**config.mk**
```make
export PLATFORM = sky130hd
export DESIGN_NAME = async_serial_controller
export DESIGN_NICKNAME = d
export VERILOG_FILES = /design/src/rtl/serial_ctrl_pkg.sv /design/src/rtl/stream_if.sv /design/src/rtl/async_serial_controller.sv /design/src/rtl/bit_rate_gen.sv /design/src/rtl/serial_fifo.sv
export SDC_FILE = /design/constraint.sdc
export NUM_CORES = 1
export LEC_CHECK = 0
export BUFFER_PORTS_ARGS = -buffer_cell sky130_fd_sc_hd__buf_2
export CAP_MARGIN = 20
export CORE_ASPECT_RATIO = 1.5
export CORE_MARGIN = 3
export CORE_UTILIZATION = 58
export CTS_BUF_LIST = sky130_fd_sc_hd__clkbuf_2 sky130_fd_sc_hd__clkbuf_4 sky130_fd_sc_hd__clkbuf_8
export CTS_CLUSTER_DIAMETER = 120
export CTS_CLUSTER_SIZE = 30
export DETAILED_ROUTE_END_ITERATION = 10
export GPL_TIMING_DRIVEN = 0
export PLACE_DENSITY = 0.78
export SLEW_MARGIN = 30
export SYNTH_ARGS = -nofsm -noshare
export SYNTH_HDL_FRONTEND = slang
export SYNTH_SLANG_ARGS = --single-unit
```
**constraint.sdc**
```tcl
create_clock -name clk_in -period 3.5 [get_ports clk_in]
set_clock_uncertainty 0.15 [all_clocks]
set_input_delay 0.35 -clock clk_in [delete_from_list [all_inputs] [get_ports clk_in]]
set_output_delay 0.35 -clock clk_in [all_outputs]
set_load 0.05 [all_outputs]
```
**src/rtl/serial_ctrl_pkg.sv**
```systemverilog
// Constants, state types and shared helpers for the async serial controller.
// Assumes one system clock at CLK_HZ.
package serial_ctrl_pkg;

  // Clock and reset bit rate
  localparam int             CLK_HZ             = 100_000_000;
  localparam int             RESET_BAUD_HZ      = 115_200;
  localparam int             SAMPLE_BASE        = 16;
  localparam int             DIV_W              = 16;
  localparam int             SF_W               = 4;
  localparam int             SAMP_W             = 5;
  localparam int             BITN_W             = 4;
  localparam logic [SF_W-1:0] RESET_SAMPLE_FIELD = 4'hf;
  localparam int             RESET_SAMPLES      = SAMPLE_BASE + int'(RESET_SAMPLE_FIELD);
  // Divisor giving the default rate: 28 x 31 = 868 clocks per bit at 100 MHz
  localparam logic [DIV_W-1:0] RESET_DIVISOR =
    DIV_W'(CLK_HZ / (RESET_BAUD_HZ * RESET_SAMPLES) - 1);

  // Character and FIFO layout
  localparam int             CHAR_W        = 10;
  localparam int             FIFO_DEPTH    = 32;
  localparam int             EXT_FLAG_BIT  = 9;
  localparam int             NINTH_BIT     = 8;
  localparam logic [CHAR_W-1:0] BREAK_CHAR = 10'h200;
  localparam logic [CHAR_W-1:0] IDLE_CHAR  = 10'h3ff;
  localparam logic [BITN_W-1:0] BITS_8     = 4'h8;
  localparam logic [BITN_W-1:0] BITS_9     = 4'h9;
  localparam logic [BITN_W-1:0] EXT_BITS   = 4'hb;

  // Parity control field encodings
  localparam logic [1:0]     PC_ONE_STOP   = 2'h0;
  localparam logic [1:0]     PC_TWO_STOP   = 2'h1;
  localparam logic [1:0]     PC_EVEN       = 2'h2;
  localparam logic [1:0]     PC_ODD        = 2'h3;
  localparam int             PC_PARITY_BIT = 1;
  localparam int             PC_ODD_BIT    = 0;

  // Interrupt cause positions
  localparam int             INT_W        = 5;
  localparam int             INT_PARITY   = 0;
  localparam int             INT_FRAMING  = 1;
  localparam int             INT_OVERRUN  = 2;
  localparam int             INT_RX_READY = 3;
  localparam int             INT_TX_EMPTY = 4;

  typedef enum logic [2:0] {TX_IDLE, TX_START, TX_DATA, TX_PAR, TX_STOP, TX_EXT} tx_state_t;
  typedef enum logic [2:0] {RX_IDLE, RX_HALF, RX_DATA, RX_PAR, RX_STOP} rx_state_t;

  // Samples in one bit: 16 + field, LSB flipped on alternate bits when enabled
  function automatic logic [SAMP_W-1:0] bit_samples(input logic [SF_W-1:0] field,
                                                    input logic            alt,
                                                    input logic            flip);
    bit_samples = (SAMP_W'(SAMPLE_BASE) + SAMP_W'(field)) ^ SAMP_W'(alt & flip);
  endfunction : bit_samples

  // Parity bit for the data bits; odd selects odd parity
  function automatic logic parity_of(input logic [NINTH_BIT:0] data,
                                     input logic               odd);
    parity_of = (^data) ^ odd;
  endfunction : parity_of

endpackage : serial_ctrl_pkg

```
**src/rtl/stream_if.sv**
```systemverilog
// Valid/ready word carrier between the controller and its FIFOs.
// Assumes both ends share one clock; a word moves when valid and ready are high.
`timescale 1ns/1ns
interface stream_if #(parameter int W = 10);
  logic [W-1:0] data;
  logic         valid;
  logic         ready;
  modport src (output data, output valid, input ready);
  modport snk (input data, input valid, output ready);
endinterface : stream_if
```
**src/rtl/async_serial_controller.sv**
```systemverilog
// Full-duplex async serial controller: TX/RX FIFOs, framer, deframer, status.
// Assumes rxd_in is synchronous to clk_in.
//
// Contract
// - Separate TX and RX FIFOs, 32 entries of 10 bits.
// - 8-bit characters in bits 7:0; bits 9:8 stored zero.
// - 9-bit mode: TX bit 9 selects extended characters.
// - TX sends start, data LSB first, parity, stop bits.
// - TX bits start on a rate tick; full start bit.
// - RX waits half a bit, then samples bit centres.
// - RX checks parity, then pushes to RX FIFO.
// - RX errors set flags; interrupt only when enabled.
// - One interrupt output; cause in interrupt status.
// - TX and RX parity may differ; width shared.
// - Mode 0 gives 8 data bits, 1 gives 9.
// - Parity 00 one stop, 01 two stop, 10 even, 11 odd.
// - A bit lasts 16 plus field samples.
// - Sample field is mode control bits 7:4.
// - A sample lasts divisor plus one clocks.
// - System clock; reset rate 115.2 kHz.
// - Alternate mode flips count LSB every other bit.
// - 16-bit divisor; factor is value plus one.
// - Rate counter reloads at zero or on write; readable.
// - Extended 0x200 sends 11 zeros, 0x3ff 11 ones.
`timescale 1ns/1ns
module async_serial_controller
  import serial_ctrl_pkg::*;
#(
  parameter int DEPTH = FIFO_DEPTH
) (
  input  wire logic                         clk_in,
  input  wire logic                         srst_in,
  input  wire logic                         cfg_write_in,
  input  wire logic [serial_ctrl_pkg::DIV_W-1:0] bit_rate_divisor_in,
  input  wire logic [7:0]                   mode_control_in,
  input  wire logic                         alternate_sample_toggle_in,
  input  wire logic                         nine_bit_mode_in,
  input  wire logic                         extended_char_enable_in,
  input  wire logic [1:0]                   tx_parity_ctrl_in,
  input  wire logic [1:0]                   rx_parity_ctrl_in,
  input  wire logic                         rate_count_reload_in,
  output logic      [serial_ctrl_pkg::DIV_W-1:0] rate_count_out,
  input  wire logic [serial_ctrl_pkg::CHAR_W-1:0] tx_data_in,
  input  wire logic                         tx_valid_in,
  output logic                              tx_ready_out,
  output logic      [serial_ctrl_pkg::CHAR_W-1:0] rx_data_out,
  output logic                              rx_valid_out,
  input  wire logic                         rx_ready_in,
  input  wire logic                         rxd_in,
  output logic                              txd_out,
  output logic                              tx_full_out,
  output logic                              tx_half_out,
  output logic                              tx_empty_out,
  output logic                              tx_idle_out,
  output logic                              rx_full_out,
  output logic                              rx_half_out,
  output logic                              rx_empty_out,
  output logic                              rx_idle_out,
  input  wire logic [serial_ctrl_pkg::INT_W-1:0] int_enable_in,
  input  wire logic [serial_ctrl_pkg::INT_W-1:0] int_clear_in,
  output logic      [serial_ctrl_pkg::INT_W-1:0] int_status_out,
  output logic                              irq_out
);
  import serial_ctrl_pkg::*;

  // Latched configuration
  logic [DIV_W-1:0]  divisor;
  logic [SF_W-1:0]   sample_count_field;
  logic              alt_mode;
  logic              nine_bit;
  logic              ext_enable;
  logic [1:0]        tx_pc;
  logic [1:0]        rx_pc;

  // Settings change only on an explicit write
  always_ff @(posedge clk_in)
  begin
    if (srst_in)
    begin
      divisor            <= RESET_DIVISOR;
      sample_count_field <= RESET_SAMPLE_FIELD;
      alt_mode           <= 1'b0;
      nine_bit           <= 1'b0;
      ext_enable         <= 1'b0;
      tx_pc              <= PC_ONE_STOP;
      rx_pc              <= PC_ONE_STOP;
    end
    else if (cfg_write_in)
    begin
      divisor            <= bit_rate_divisor_in;
      sample_count_field <= mode_control_in[7:4];
      alt_mode           <= alternate_sample_toggle_in;
      nine_bit           <= nine_bit_mode_in;
      ext_enable         <= extended_char_enable_in;
      tx_pc              <= tx_parity_ctrl_in;
      rx_pc              <= rx_parity_ctrl_in;
    end
  end

  // Rate generator and FIFOs
  wire tick;
  stream_if #(.W(CHAR_W)) tx_wr_if ();
  stream_if #(.W(CHAR_W)) tx_rd_if ();
  stream_if #(.W(CHAR_W)) rx_wr_if ();
  stream_if #(.W(CHAR_W)) rx_rd_if ();

  bit_rate_gen #(.W(DIV_W)) u_rate (
    .clk_in     (clk_in),
    .srst_in    (srst_in),
    .divisor_in (divisor),
    .reload_in  (rate_count_reload_in),
    .count_out  (rate_count_out),
    .tick_out   (tick)
  );

  serial_fifo #(.W(CHAR_W), .DEPTH(DEPTH)) u_tx_fifo (
    .clk_in    (clk_in),
    .srst_in   (srst_in),
    .wr        (tx_wr_if),
    .rd        (tx_rd_if),
    .full_out  (tx_full_out),
    .half_out  (tx_half_out),
    .empty_out (tx_empty_out)
  );

  serial_fifo #(.W(CHAR_W), .DEPTH(DEPTH)) u_rx_fifo (
    .clk_in    (clk_in),
    .srst_in   (srst_in),
    .wr        (rx_wr_if),
    .rd        (rx_rd_if),
    .full_out  (rx_full_out),
    .half_out  (rx_half_out),
    .empty_out (rx_empty_out)
  );

  // TX write side: upper bits forced to zero in 8-bit mode
  assign tx_wr_if.valid = tx_valid_in;
  assign tx_wr_if.data  = nine_bit ? tx_data_in : {2'b00, tx_data_in[7:0]};
  assign tx_ready_out   = tx_wr_if.ready;

  // Transmitter decode
  tx_state_t         tx_state;
  logic [SAMP_W-1:0] tx_samp;
  logic [BITN_W-1:0] tx_bitn;
  logic [NINTH_BIT:0] tx_shift;
  logic              tx_par;
  logic              tx_phase;
  wire [BITN_W-1:0]  data_bits = nine_bit ? BITS_9 : BITS_8;
  wire               tx_bit_end = tick &&
                       (tx_samp == bit_samples(sample_count_field, alt_mode, tx_phase) - SAMP_W'(1));
  wire               tx_is_ext  = nine_bit && ext_enable && tx_rd_if.data[EXT_FLAG_BIT];
  wire               tx_ext_lvl = (tx_rd_if.data == IDLE_CHAR);
  assign tx_rd_if.ready = (tx_state == TX_IDLE) && tick;

  // Transmit framer; a new frame only starts on a tick
  always_ff @(posedge clk_in)
  begin
    if (srst_in)
    begin
      tx_state <= TX_IDLE;
      txd_out  <= 1'b1;
      tx_samp  <= '0;
      tx_bitn  <= '0;
      tx_shift <= '0;
      tx_par   <= 1'b0;
      tx_phase <= 1'b0;
    end
    else if (tx_state == TX_IDLE)
    begin
      if (tick && tx_rd_if.valid)
      begin
        tx_samp  <= '0;
        tx_phase <= 1'b0;
        tx_bitn  <= '0;
        tx_shift <= tx_rd_if.data[NINTH_BIT:0];
        tx_par   <= parity_of(tx_rd_if.data[NINTH_BIT:0], tx_pc[PC_ODD_BIT]);
        tx_state <= tx_is_ext ? TX_EXT : TX_START;
        txd_out  <= tx_is_ext ? tx_ext_lvl : 1'b0;
      end
    end
    else if (tick)
    begin
      tx_samp <= tx_bit_end ? '0 : tx_samp + SAMP_W'(1);
      if (tx_bit_end)
      begin
        tx_phase <= ~tx_phase;
        unique case (tx_state)
          TX_START:
          begin
            txd_out  <= tx_shift[0];
            tx_shift <= tx_shift >> 1;
            tx_state <= TX_DATA;
          end
          TX_DATA:
          begin
            if (tx_bitn == data_bits - BITN_W'(1))
            begin
              tx_bitn  <= '0;
              txd_out  <= tx_pc[PC_PARITY_BIT] ? tx_par : 1'b1;
              tx_state <= tx_pc[PC_PARITY_BIT] ? TX_PAR : TX_STOP;
            end
            else
            begin
              tx_bitn  <= tx_bitn + BITN_W'(1);
              txd_out  <= tx_shift[0];
              tx_shift <= tx_shift >> 1;
            end
          end
          TX_PAR:
          begin
            txd_out  <= 1'b1;
            tx_state <= TX_STOP;
          end
          TX_STOP:
          begin
            if (tx_pc == PC_TWO_STOP && tx_bitn == '0)
              tx_bitn <= BITN_W'(1);
            else
              tx_state <= TX_IDLE;
          end
          TX_EXT:
          begin
            if (tx_bitn == EXT_BITS - BITN_W'(1))
            begin
              txd_out  <= 1'b1;
              tx_state <= TX_IDLE;
            end
            else
              tx_bitn <= tx_bitn + BITN_W'(1);
          end
          TX_IDLE:
            tx_state <= TX_IDLE;
        endcase
      end
    end
  end

  // Receiver decode
  rx_state_t          rx_state;
  logic [SAMP_W-1:0]  rx_samp;
  logic [BITN_W-1:0]  rx_bitn;
  logic [NINTH_BIT:0] rx_shift;
  logic               rx_phase;
  logic               rx_par_err;
  logic               push_valid;
  logic [CHAR_W-1:0]  push_data;
  logic               ev_parity;
  logic               ev_framing;
  logic               ev_overrun;
  wire [SAMP_W-1:0]   rx_len  = bit_samples(sample_count_field, alt_mode, rx_phase);
  wire                rx_mid  = tick && (rx_samp == (rx_len >> 1) - SAMP_W'(1));
  wire                rx_end  = tick && (rx_samp == rx_len - SAMP_W'(1));
  wire                rx_calc = parity_of(rx_shift, rx_pc[PC_ODD_BIT]);
  assign rx_wr_if.valid = push_valid;
  assign rx_wr_if.data  = push_data;

  // Receive deframer; the half-bit wait aligns sampling to bit centres
  always_ff @(posedge clk_in)
  begin
    if (srst_in)
    begin
      rx_state   <= RX_IDLE;
      rx_samp    <= '0;
      rx_bitn    <= '0;
      rx_shift   <= '0;
      rx_phase   <= 1'b0;
      rx_par_err <= 1'b0;
      push_valid <= 1'b0;
      push_data  <= '0;
      ev_parity  <= 1'b0;
      ev_framing <= 1'b0;
      ev_overrun <= 1'b0;
    end
    else
    begin
      push_valid <= 1'b0;
      ev_parity  <= 1'b0;
      ev_framing <= 1'b0;
      ev_overrun <= 1'b0;
      if (tick)
        rx_samp <= (rx_end || (rx_state == RX_HALF && rx_mid)) ? '0 : rx_samp + SAMP_W'(1);
      unique case (rx_state)
        RX_IDLE:
        begin
          rx_samp  <= '0;
          rx_phase <= 1'b0;
          rx_bitn  <= '0;
          rx_shift <= '0;
          if (tick && !rxd_in)
            rx_state <= RX_HALF;
        end
        RX_HALF:
          if (rx_mid)
            rx_state <= rxd_in ? RX_IDLE : RX_DATA;
        RX_DATA:
          if (rx_end)
          begin
            rx_phase          <= ~rx_phase;
            rx_shift[rx_bitn] <= rxd_in;
            rx_bitn           <= rx_bitn + BITN_W'(1);
            if (rx_bitn == data_bits - BITN_W'(1))
              rx_state <= rx_pc[PC_PARITY_BIT] ? RX_PAR : RX_STOP;
          end
        RX_PAR:
          if (rx_end)
          begin
            rx_phase   <= ~rx_phase;
            rx_par_err <= (rxd_in != rx_calc);
            rx_state   <= RX_STOP;
          end
        RX_STOP:
          if (rx_end)
          begin
            push_valid <= 1'b1;
            push_data  <= {1'b0, rx_shift};
            ev_parity  <= rx_pc[PC_PARITY_BIT] && rx_par_err;
            ev_framing <= !rxd_in;
            ev_overrun <= !rx_wr_if.ready;
            rx_par_err <= 1'b0;
            rx_state   <= RX_IDLE;
          end
      endcase
    end
  end

  // RX output stage keeps the user-side port registered
  assign rx_rd_if.ready = !rx_valid_out || rx_ready_in;

  always_ff @(posedge clk_in)
  begin
    if (srst_in)
    begin
      rx_valid_out <= 1'b0;
      rx_data_out  <= '0;
    end
    else if (rx_rd_if.ready)
    begin
      rx_valid_out <= rx_rd_if.valid;
      rx_data_out  <= rx_rd_if.data;
    end
  end

  // Sticky error causes: an event in the clearing cycle wins over the clear
  logic [2:0]       err_flags;
  wire  [2:0]       err_events = {ev_overrun, ev_framing, ev_parity};
  wire  [2:0]       next_err   = (err_flags & ~int_clear_in[INT_OVERRUN:INT_PARITY]) | err_events;
  wire  [INT_W-1:0] next_int_status = {tx_empty_out && tx_state == TX_IDLE,
                                       rx_valid_out, next_err};

  // Status and interrupt line
  always_ff @(posedge clk_in)
  begin
    if (srst_in)
    begin
      err_flags      <= '0;
      int_status_out <= '0;
      irq_out        <= 1'b0;
      tx_idle_out    <= 1'b1;
      rx_idle_out    <= 1'b1;
    end
    else
    begin
      err_flags      <= next_err;
      int_status_out <= next_int_status;
      irq_out        <= |(next_int_status & int_enable_in);
      tx_idle_out    <= (tx_state == TX_IDLE);
      rx_idle_out    <= (rx_state == RX_IDLE);
    end
  end
endmodule : async_serial_controller

```
**src/rtl/bit_rate_gen.sv**
```systemverilog
// Sample-rate generator: a down counter reloaded from the divisor.
// Assumes the divisor is stable or changes only between characters.
`timescale 1ns/1ns
module bit_rate_gen
  import serial_ctrl_pkg::*;
#(
  parameter int W = DIV_W
) (
  input  wire logic         clk_in,
  input  wire logic         srst_in,
  input  wire logic [W-1:0] divisor_in,
  input  wire logic         reload_in,
  output logic      [W-1:0] count_out,
  output logic              tick_out
);
  // One tick every divisor + 1 clocks
  assign tick_out = (count_out == '0);

  // Reload at zero or when software writes the counter
  always_ff @(posedge clk_in)
  begin
    if (srst_in)
      count_out <= '0;
    else if (reload_in || tick_out)
      count_out <= divisor_in;
    else
      count_out <= count_out - W'(1);
  end
endmodule : bit_rate_gen

```
**src/rtl/serial_fifo.sv**
```systemverilog
// Synchronous FIFO with registered full, empty and half-full flags.
// Assumes DEPTH is a power of two so the pointers wrap naturally.
`timescale 1ns/1ns
module serial_fifo #(
  parameter int W     = 10,
  parameter int DEPTH = 32
) (
  input  wire logic clk_in,
  input  wire logic srst_in,
  stream_if.snk     wr,
  stream_if.src     rd,
  output logic      full_out,
  output logic      half_out,
  output logic      empty_out
);
  localparam int AW = $clog2(DEPTH);
  localparam int CW = $clog2(DEPTH + 1);

  logic [W-1:0]  mem [DEPTH];
  logic [AW-1:0] wptr;
  logic [AW-1:0] rptr;
  logic [CW-1:0] count;
  logic [CW-1:0] next_count;
  wire           push = wr.valid & ~full_out;
  wire           pop  = rd.ready & ~empty_out;

  // Flags are registered so ready and valid never ripple through logic
  assign wr.ready   = ~full_out;
  assign rd.valid   = ~empty_out;
  assign rd.data    = mem[rptr];
  assign next_count = count + CW'(push) - CW'(pop);

  // Storage has no reset; only pointers and flags need a defined value
  always_ff @(posedge clk_in)
  begin
    if (push)
      mem[wptr] <= wr.data;
  end

  // Pointers, level and flags
  always_ff @(posedge clk_in)
  begin
    if (srst_in)
    begin
      wptr      <= '0;
      rptr      <= '0;
      count     <= '0;
      full_out  <= 1'b0;
      half_out  <= 1'b0;
      empty_out <= 1'b1;
    end
    else
    begin
      wptr      <= wptr + AW'(push);
      rptr      <= rptr + AW'(pop);
      count     <= next_count;
      full_out  <= (next_count == CW'(DEPTH));
      half_out  <= (next_count >= CW'(DEPTH / 2));
      empty_out <= (next_count == '0);
    end
  end
endmodule : serial_fifo

```
==> results of run 1 <==
-- state kept, by name (all words and copies together), names as in the netlist, 4 cells and up --
register and flops:
tx_shift 9, rx_data_out 9, u_tx_fifo.rptr 5, divisor 16
rx_bitn 4, u_tx_fifo.mem 320, tx_bitn 4, u_rx_fifo.rptr 5
u_tx_fifo.wptr 5, rx_samp 5, push_data 9, sample_count_field 4
tx_samp 5, u_rate.count_out 16, u_rx_fifo.wptr 5, u_rx_fifo.mem 288
int_status_out 5, u_tx_fifo.count 6, u_rx_fifo.count 6, rx_shift 9
-- layout by cell type (no fill, tap or decap), types with 22 or more instances in the layout --
| cell type | instances |
|---|---|
| a21oi_1 | 50 |
| buf_2 | 99 |
| clkbuf_1 | 61 |
| clkbuf_4 | 24 |
| clkbuf_8 | 31 |
| dfxtp_1 | 144 |
| dlygate4sd3_1 | 42 |
| edfxtp_1 | 608 |
| ha_1 | 33 |
| inv_1 | 39 |
| mux2i_1 | 61 |
| mux4_2 | 183 |
| nand2_1 | 57 |
| nand3_1 | 30 |
| nor2_1 | 176 |
| nor3_1 | 22 |
| o21ai_0 | 41 |
| xnor2_1 | 35 |
| xor2_1 | 27 |
-- repair_timing --
action / 4_1_cts / 5_1_grt
pin swaps: 11 / 19
cloned: 1 / 0
endpoints found under the hold margin: 191 / 0
setup endpoints to repair: 23 / 24
gates resized for setup: 76 / 32
buffers inserted: 14 / 7
hold buffers: 42 / 0
-- critical path: stages (launching register included) --
cell and delay, ns:
dfxtp_4 0.39, or4_4 0.60, nand4b_1 0.32, nor3_4 0.32
xor2_1 0.19, ha_2 0.22, inv_2 0.05, fa_2 0.40
inv_2 0.06, a21o_1 0.12, a21oi_2 0.06, xor2_1 0.21
nand2_1 0.10, nor4b_2 0.23
-- layer usage --
metal | up-vias | wire, um | GRT usage [%]
met2 | 654 | 39600 | 47.3
li1 | 7598 | - | -
met3 | 154 | 3810 | 2.92
met1 | 8859 | 25300 | 29.7
met4 | 0 | 4240 | 13.4
met5 | - | 0 | 0
-- path summary, 6_finish.rpt --
path	end	slack, ns	start
hold reg to reg	u_rate.count_out[12]$_SDFF_PP0_	0.33	divisor[12]$_SDFFE_PP0P_
hold / removal	u_tx_fifo.mem[18][3]$_DFFE_PP_	0.05	tx_data_in[3]
setup reg to reg	u_tx_fifo.full_out$_SDFF_PP0_	-0.03	u_rate.count_out[6]$_SDFF_PP0_
setup / recovery	u_tx_fifo.full_out$_SDFF_PP0_	-0.03	u_rate.count_out[6]$_SDFF_PP0_
-- cell usage after synthesis, types with 3 or more instances --
cell and n:
nor4_1 7, or3b_2 6, and3_1 5, nand4_1 10
buf_1 11, and3b_1 3, and4b_1 3, and2_1 7
a211oi_1 19, o211ai_1 3, inv_1 43, mux2_2 9
a21oi_1 54, o31ai_1 5, a31oi_1 7, nor3b_1 3
xor2_1 28, nand4b_1 4, o21a_1 3, o21ai_0 41
nor4b_1 6, ha_1 38, nand3b_1 14, nand3_1 30
mux2i_1 61, nor2b_1 19, nor3_1 27, a21o_1 5
clkbuf_1 71, dfxtp_1 159, nor2_1 192, nand2_1 57
or3_1 9, nand2b_1 8, mux4_2 183, edfxtp_1 608
or4_1 13, xnor2_1 39, buf_2 15
-- stage by stage --
stage	hold WS (ns)	setup TNS, ns	power [mW]	utilization [%]	cell area [sq um]
final	0.0534	-0.0301	16.4	64.7	34200
after floorplan	0.270	0	12.0	-	31100
after detailed placement	0.310	-5.38	12.7	61.5	32500
after CTS	0.0362	-0.00938	16.3	64.3	34000
after global placement	0.309	-4.01	12.7	61.4	32500
after global routing	0.0460	-0.363	16.9	64.7	34200
-- logic make-up (layout without fill, tap and decap cells) --
family / count (synthesis) / in the layout / synth area share [%]
AO/OA/AOI/OAI: 165 / 165 / 3.29
XOR/XNOR: 69 / 69 / 2.03
adder cells (fa/ha/maj): 40 / 40 / 1.66
buffers and inverters: 141 / 348 / 1.77
flip-flops: 767 / 767 / 68.8
multiplexers: 253 / 253 / 15.5
other: 1 / 2 / 0.0120
AND/OR/NAND/NOR: 432 / 432 / 6.87
-- power groups by stage --
stage,logic (mW),clock network [mW],registers (mW)
2_1_floorplan,1.52,0,10.5
3_3_place_gp,2.34,0,10.3
3_5_place_dp,2.41,0,10.3
4_1_cts,2.63,3.60,10.1
5_1_grt,2.92,3.87,10.1
6_report,2.74,3.53,10.1
-- layout make-up --
class	count	area (sq um)	area share [%]
Antenna cell	1	2.50	0.00732
Buffer	97	559	1.64
Clock buffer	52	572	1.67
Clock inverter	1	16.3	0.0476
Inverter	43	161	0.472
Multi-Input combinational cell	960	9430	27.6
Sequential cell	767	21500	62.8
Tap cell	682	853	2.50
Timing Repair Buffer	155	1120	3.27
==> results.md, run 1 <==
* Congestion Overflow GR at 0
* Sw power at 4.23 mW
* Layout cells sized above 1 at 22.6%
* CTS sink cnt at 767
* Critical Path Start Type: flop
* Worst reg2reg path depth at 13
* Ports at 101
* Final #Nets at 2151
* Initial antenna violation count at 1
* RePlAce Congestion at 0.923
* I/O Buffers at 92
* DP Worst Slack at -0.806 ns
* Sequential share of power at 61.8%
* Setup CP Type: reg -> reg
* Vias in the first global route at 17600
* Worst setup margin at -0.0301 ns
* Finished Layout Cells at 2758
* Reg clk slew, reported paths at 0.20 ns
* FF+latch count, synth at 767
* Max frequency at 283 MHz
* Maximum fanout along the worst path at 6
* Mapped cell area at 31100 sq um
* CTS tree: done
* Synth warn at 0
* Crit path DAT at 4.01 ns
* Fin crit period at 3.53 ns
* Clock root cell: clkbuf_8
* Final setup viols at 1
* Drt via density at 6.26
* Synth top area share at 58.6%
* Clock power frac at 21.5%
* Antenna-violating nets left at 0
* Max-slew headroom at the worst pin at 34.3%
* Die height at 290 um
* Internal power at 12.2 mW
* Global-route wire length before repair at 109000 um
* Static Leak at 11.1 nW
* FP Rows at 103
* Number of max-cap violations at 0
* Post-synth ARST share at 0%
* Mapped Nets at 1966
* Htree depth at 1
* Pwr Density at 480 nW/um^2
* Worst Path Required at 3.98 ns
* Area Overhead vs Synth at 9.72%
* Final period util at 101%
* Status: finished with violations
* Switching share of total power at 25.8%
* RSZ-0062 raised after global routing: true
* Seq/Total Area, Yosys at 68.8%
* # fillers at 3603
* Wire per inst at 26.4 um
* First drt pass iteration count at 5
* Worst VDD drop at 0.560 mV
* Syn_area_per_cell at 16.7 sq um
* Largest net degree at the start of global routing at 34
* Min-Delay Path Class: in -> reg
* DRC Markers at 0
* Area contributors post-synth: edfxtp_1 59%, mux4_2 13%, dfxtp_1 10%
* Core box area at 52800 sq um
* Via count at 17300
* Failing checks: negative setup slack
* Hold depth at 1
* Pins Over Slew Limit at 0
* Clock Tree Buf Depth at 3
* Comb power frac at 16.7%
* Detailed Place HPWL at 51100 um
* Iter 0 DRT Violations at 1600
* Die area at 56600 sq um
* Slew @ Worst Pin at 0.982 ns
* Latest clock arrival within the worst-skew pair at 0.73 ns
* Post-synth EDFFs at 608
* Yosys cell types at 68
* Most used DFF post-synth: edfxtp_1
* Area leader, netlist: edfxtp_1
* DP Cell Count at 2642
* Initial Util at 58.9%
* Synth Instances at 1868
* Die W at 195 um
* GRT Overall Usage at 25.7%
* CP endpoint kind: flop
* Final hold vios at 0
* CTS buffer count at 29
* Final wirelength at 72900 um
Power figures use the tool's default switching activity.
==> inputs of run 2 (changes only) <==
==> constraint.sdc (replaced) <==
create_clock -name clk_in -period 2.88 [get_ports clk_in]
set_clock_uncertainty 0.15 [all_clocks]
set_input_delay 0.288 -clock clk_in [delete_from_list [all_inputs] [get_ports clk_in]]
set_output_delay 0.288 -clock clk_in [all_outputs]
set_load 0.05 [all_outputs]
==> run 2 against run 1 <==
  * The flow still finishes with violations (negative setup slack)
  * Final cell count grew 1.0%
  * Via count shrank 0.43%
  * Routed wire length shrank 2.0%
==> results.md, run 2 (synthesized netlist as in run 1, its figures left out) <==
* Finished Layout Cells at 2786
* Wire per inst at 25.7 um
* Detailed Place HPWL at 48600 um
* # fillers at 3507
* Crit path max-delay family: multiplexers
* Clock root cell: clkbuf_8
* Min-Delay Path Class: in -> reg
* Congestion Overflow GR at 0
* Final setup viols at 21
* GRT Overall Usage at 24.6%
* Initial antenna violation count at 2
* Latest clock arrival within the worst-skew pair at 0.71 ns
* Worst VDD drop at 0.624 mV
* Iter 0 DRT Violations at 1264
* DRC Markers at 0
* Worst setup margin at -0.616 ns
* Drt via density at 6.17
* Pwr Density at 576 nW/um^2
* Final #Nets at 2179
* CP endpoint kind: flop
* I/O Buffers at 92
* FP Rows at 103
* Final hold vios at 0
* CTS tree: done
* Critical Path Max Stage Delay at 0.59 ns
* Antenna-violating nets left at 0
* Largest net degree at the start of global routing at 34
* Die W at 195 um
* Clock Tree Buf Depth at 3
* CTS buffer count at 29
* Max-slew headroom at the worst pin at 27.8%
* Max FFs per register at 320
* Static Leak at 11.4 nW
* WP buf/inv at 2
* DP Cell Count at 2642
* Layout cells sized above 1 at 27.6%
* Final Cell Area at 35100 sq um
* Reg clk slew, reported paths at 0.19 ns
* Commonest non-fill, non-tap cell in the layout: edfxtp_1
* Initial Util at 58.9%
* Area Overhead vs Synth at 12.6%
* Most frequent cells in the layout: 608 x edfxtp_1, 183 x mux4_2, 159 x nor2_1
* Biggest register: u_tx_fifo.mem
* Max frequency at 286 MHz
* Fin crit period at 3.50 ns
* Critical Path Start Type: flop
* Die area at 56600 sq um
* Status: finished with violations
* Critical-path cell list: buf_12 > buf_12 > mux4_2 > mux4_2 > mux2_4 > ha_4 > xnor2_4 > xnor2_2 > xnor2_1 > xnor2_1 > a211oi_1
* DP Area at 32800 sq um
* Slew @ Worst Pin at 1.08 ns
* Total negative slack at -2.91 ns
* Core box area at 52800 sq um
* Maximum fanout along the worst path at 10
* Final period util at 121%
* Global-route wire length before repair at 105000 um
* Pins Over Slew Limit at 0
* Via count at 17200
* Failing checks: negative setup slack
* RePlAce Congestion at 0.944
* Crit-path slowest cell: mux4_2
* Final wirelength at 71500 um
* First drt pass iteration count at 7
* Vias in the first global route at 17600
* CTS sink cnt at 767
* Setup CP Type: reg -> reg
* Worst Path Required at 3.32 ns
* Final core utilization at 66.4%
* Die height at 290 um
* Htree depth at 1
* Ports at 101
* Crit path DAT at 3.93 ns
* Hold slack at 0.0548 ns
* Top Registers: u_tx_fifo.mem (320), u_rx_fifo.mem (288)
* RSZ-0062 raised after global routing: true
* Number of max-cap violations at 0
## run 2: cell type report
| cell class | count | area, sq um | area share (%) |
|---|---|---|---|
| diodes | 1 | 2.50 | 0.00713 |
| plain buffers | 96 | 649 | 1.85 |
| clock buffers | 52 | 572 | 1.63 |
| clock inverters | 1 | 16.3 | 0.0464 |
| inverters | 43 | 166 | 0.474 |
| multi-input cells | 960 | 9820 | 28.0 |
| flip-flops and latches | 767 | 21500 | 61.3 |
| well taps | 682 | 853 | 2.43 |
| repair buffers | 184 | 1510 | 4.30 |
## run 2: repair_timing
| action | CTS | global route |
|---|---|---|
| endpoints found under the setup margin | 152 | 298 |
| gates cloned | 2 | 5 |
| setup buffers | 23 | 18 |
| hold buffers | 44 | 0 |
| endpoints found under the hold margin | 305 | 0 |
| resized for setup | 106 | 114 |
| pin swaps | 31 | 41 |
## run 2: power by group
part | internal, mW | switching (mW) | leakage [nW] | total [mW]
clock network | 1.26 | 3.03 | 0.321 | 4.29
registers | 12.1 | 0.187 | 6.88 | 12.3
logic | 1.58 | 2.03 | 4.21 | 3.61
## run 2: worst reg2reg max path: stages, from the launching register on
cell and delay, ns:
dfxtp_4 0.42, buf_12 0.17, buf_12 0.19, mux4_2 0.52, mux4_2 0.59, mux2_4 0.34, ha_4 0.27, xnor2_4 0.13
xnor2_2 0.19, xnor2_1 0.10, xnor2_1 0.21, a211oi_1 0.09
## run 2: per-layer routing
layer / GRT usage [%] / vias up / routed length [um]
met5: 0 / - / 0
met4: 11.2 / 0 / 3960
met3: 2.63 / 184 / 3340
met2: 46.4 / 646 / 39200
met1: 28.2 / 8708 / 25000
li1: - / 7652 / -
## run 2: worst paths after layout
path	from	endpoint	slack, ns	depth (start not counted)
hold reg to reg	ev_overrun$_SDFF_PP0_	int_status_out[2]$_SDFF_PP0_	0.33	2
hold / removal	cfg_write_in	divisor[10]$_SDFFE_PP0P_	0.05	3
setup reg to reg	u_tx_fifo.rptr[0]$_SDFF_PP0_	tx_par$_SDFFE_PP0P_	-0.62	11
setup / recovery	u_tx_fifo.rptr[0]$_SDFF_PP0_	tx_par$_SDFFE_PP0P_	-0.62	11
## run 2: through the flow
stage	total power, mW	setup slack (ns)
detailed placement	15.6	-0.981
global route	20.9	-0.708
global placement	15.5	-0.984
floorplan	14.7	-0.467
finish	20.2	-0.616
CTS	20.1	-0.611
==> inputs of run 3 (changes only) <==
--- a/config.mk
+++ b/config.mk
@@ -14,7 +14,9 @@
 export CTS_CLUSTER_DIAMETER = 120
 export CTS_CLUSTER_SIZE = 30
 export DETAILED_ROUTE_END_ITERATION = 10
+export GPL_ROUTABILITY_DRIVEN = 0
 export GPL_TIMING_DRIVEN = 0
+export HOLD_SLACK_MARGIN = 0.06
 export PLACE_DENSITY = 0.78
 export SLEW_MARGIN = 30
 export SYNTH_ARGS = -nofsm -noshare
==> run 3 against run 2 <==
  * The run still ends with negative setup slack left
  * Die area did not move
  * Worst hold slack improved by 0.053 ns
  * Sequential power about the same
  * Maximum frequency fell by 0.46%
  * Total power increased by 0.28%
  * Count of clock-buffer cells in the layout stayed put
  * Utilization up 0.60 points
  * Routed wire length grew 0.97%
  * Global-route usage grew 0.56 points
  * Critical endpoint unchanged
  * Highest routed layer unchanged
==> results.md, run 3 (synthesized netlist as in run 1, its figures left out) <==
* Setup CP Type: reg -> reg
* Critical Path Max Stage Delay at 0.58 ns
* Static Leak at 11.5 nW
* Global-route wire length before repair at 108000 um
* Crit path max-delay family: multiplexers
* # fillers at 3445
* Slew @ Worst Pin at 1.10 ns
* GRT Overall Usage at 25.1%
* Sequential share of power at 60.7%
* CTS tree: done
* Via count at 17700
* Vias in the first global route at 18100
* Failing checks: negative setup slack
* Wire per inst at 25.6 um
* Pwr Density at 572 nW/um^2
* Htree depth at 1
* Switching share of total power at 25.9%
* Top Registers: u_tx_fifo.mem (320), u_rx_fifo.mem (288)
* Die height at 290 um
* CTS buffer count at 29
* Crit-path slowest cell: mux4_2
* Reg clk slew, reported paths at 0.20 ns
* DRC Markers at 0
* Final hold vios at 0
* Layout cells sized above 1 at 28.2%
* DP Cell Count at 2642
* Worst VDD drop at 0.597 mV
* Largest net degree at the start of global routing at 34
* Core box area at 52800 sq um
* I/O Buffers at 92
* Final #Nets at 2212
* Sw power at 5.25 mW
* Critical Path Start Type: flop
* Clock root cell: clkbuf_8
* Critical-path cell list: buf_12 > buf_12 > mux4_2 > mux4_2 > mux2_4 > ha_4 > xnor2_2 > xnor2_1 > xnor2_1 > xnor2_1 > a211oi_1
* Most frequent cells in the layout: 608 x edfxtp_1, 183 x mux4_2, 155 x nor2_1
* DP Area at 32800 sq um
* Max FFs per register at 320
* Initial antenna violation count at 1
* Drt via density at 6.26
* Finished Layout Cells at 2820
* Die W at 195 um
* WP depth at 11
* Latest clock arrival within the worst-skew pair at 0.71 ns
* Clock power frac at 21.2%
* Final wirelength at 72200 um
* CTS sink cnt at 767
* Die area at 56600 sq um
* Hold depth at 2
* Iter 0 DRT Violations at 1428
* Status: finished with violations
* Worst setup margin at -0.632 ns
* Area Overhead vs Synth at 13.7%
* DP Worst Slack at -1.04 ns
* CP endpoint kind: flop
* Crit path DAT at 3.97 ns
* Final setup viols at 19
* Max-slew headroom at the worst pin at 26.8%
* Final core utilization at 67.0%
* Max frequency at 285 MHz
* First drt pass iteration count at 5
* RSZ-0062 raised after global routing: true
* Detailed Place HPWL at 49200 um
* Internal power at 15.0 mW
* Maximum fanout along the worst path at 8
* FP Rows at 103
* Initial Util at 58.9%
* Congestion Overflow GR at 0
* Total negative slack at -3.37 ns
* Pins Over Slew Limit at 0
* Final Cell Area at 35400 sq um
* Clock Tree Buf Depth at 3
* Fin crit period at 3.51 ns
* Final period util at 122%
* Worst reg2reg path depth at 11
* Biggest register: u_tx_fifo.mem
* Commonest non-fill, non-tap cell in the layout: edfxtp_1
* Worst Path Required at 3.34 ns
* Min-Delay Path Class: in -> reg
* WP buf/inv at 2
* Antenna-violating nets left at 0
* Critical Path Most Common Cell: xnor2_1
* Comb power frac at 18.0%
* Ports at 101
* Number of max-cap violations at 0
==> run 3: what timing repair did <==
item                                    in CTS  in global routing
endpoints found under the hold margin      332                  0
cloned                                       3                  4
buffers inserted                            33                 26
resized for setup                          120                110
endpoints found under the setup margin     151                318
hold buffers                                63                  0
pin swaps                                   44                 46
==> run 3: power by group through the flow <==
stage	Clock, mW	Combinational [mW]	Sequential [mW]
6_report	4.30	3.65	12.3
5_1_grt	4.71	3.89	12.3
4_1_cts	4.38	3.43	12.3
3_5_place_dp	0	3.01	12.5
3_3_place_gp	0	2.92	12.5
2_1_floorplan	0	1.93	12.7
==> run 3: stage by stage <==
step / hold WS [ns] / power (mW)
final: 0.108 / 20.3
after global routing: 0.100 / 20.9
after CTS: 0.118 / 20.1
after detailed placement: 0.299 / 15.5
after floorplan: 0.217 / 14.7
after global placement: 0.285 / 15.4
==> run 3: worst paths after layout <==
path                                                        to  slack, ns                    startpoint
worst max-delay path                       tx_par$_SDFFE_PP0P_      -0.63  u_tx_fifo.rptr[0]$_SDFF_PP0_
worst min-delay path            u_tx_fifo.mem[31][8]$_DFFE_PP_       0.11                 tx_data_in[8]
worst max register to register             tx_par$_SDFFE_PP0P_      -0.63  u_tx_fifo.rptr[0]$_SDFF_PP0_
worst min register to register        tx_shift[5]$_SDFFE_PP0P_       0.33      tx_shift[5]$_SDFFE_PP0P_
==> run 3: metal layers <==
metal | vias up | routed length [um] | GRT usage (%)
met5 | - | 0 | 0
met4 | 0 | 3840 | 11.4
met3 | 202 | 3690 | 2.32
met2 | 749 | 39500 | 46.9
met1 | 8984 | 25100 | 29.6
li1 | 7727 | - | -
==> run 3: layout make-up <==
class | instances | area, sq um | share of cell area (%)
multi-input combinational | 961 | 9860 | 27.9
tap | 682 | 853 | 2.41
sequential | 767 | 21500 | 60.7
timing repair buffer | 219 | 1790 | 5.07
buffer | 93 | 634 | 1.79
antenna | 1 | 2.50 | 0.00707
clock buffer | 52 | 572 | 1.62
inverter | 43 | 166 | 0.470
clock inverter | 2 | 23.8 | 0.0672
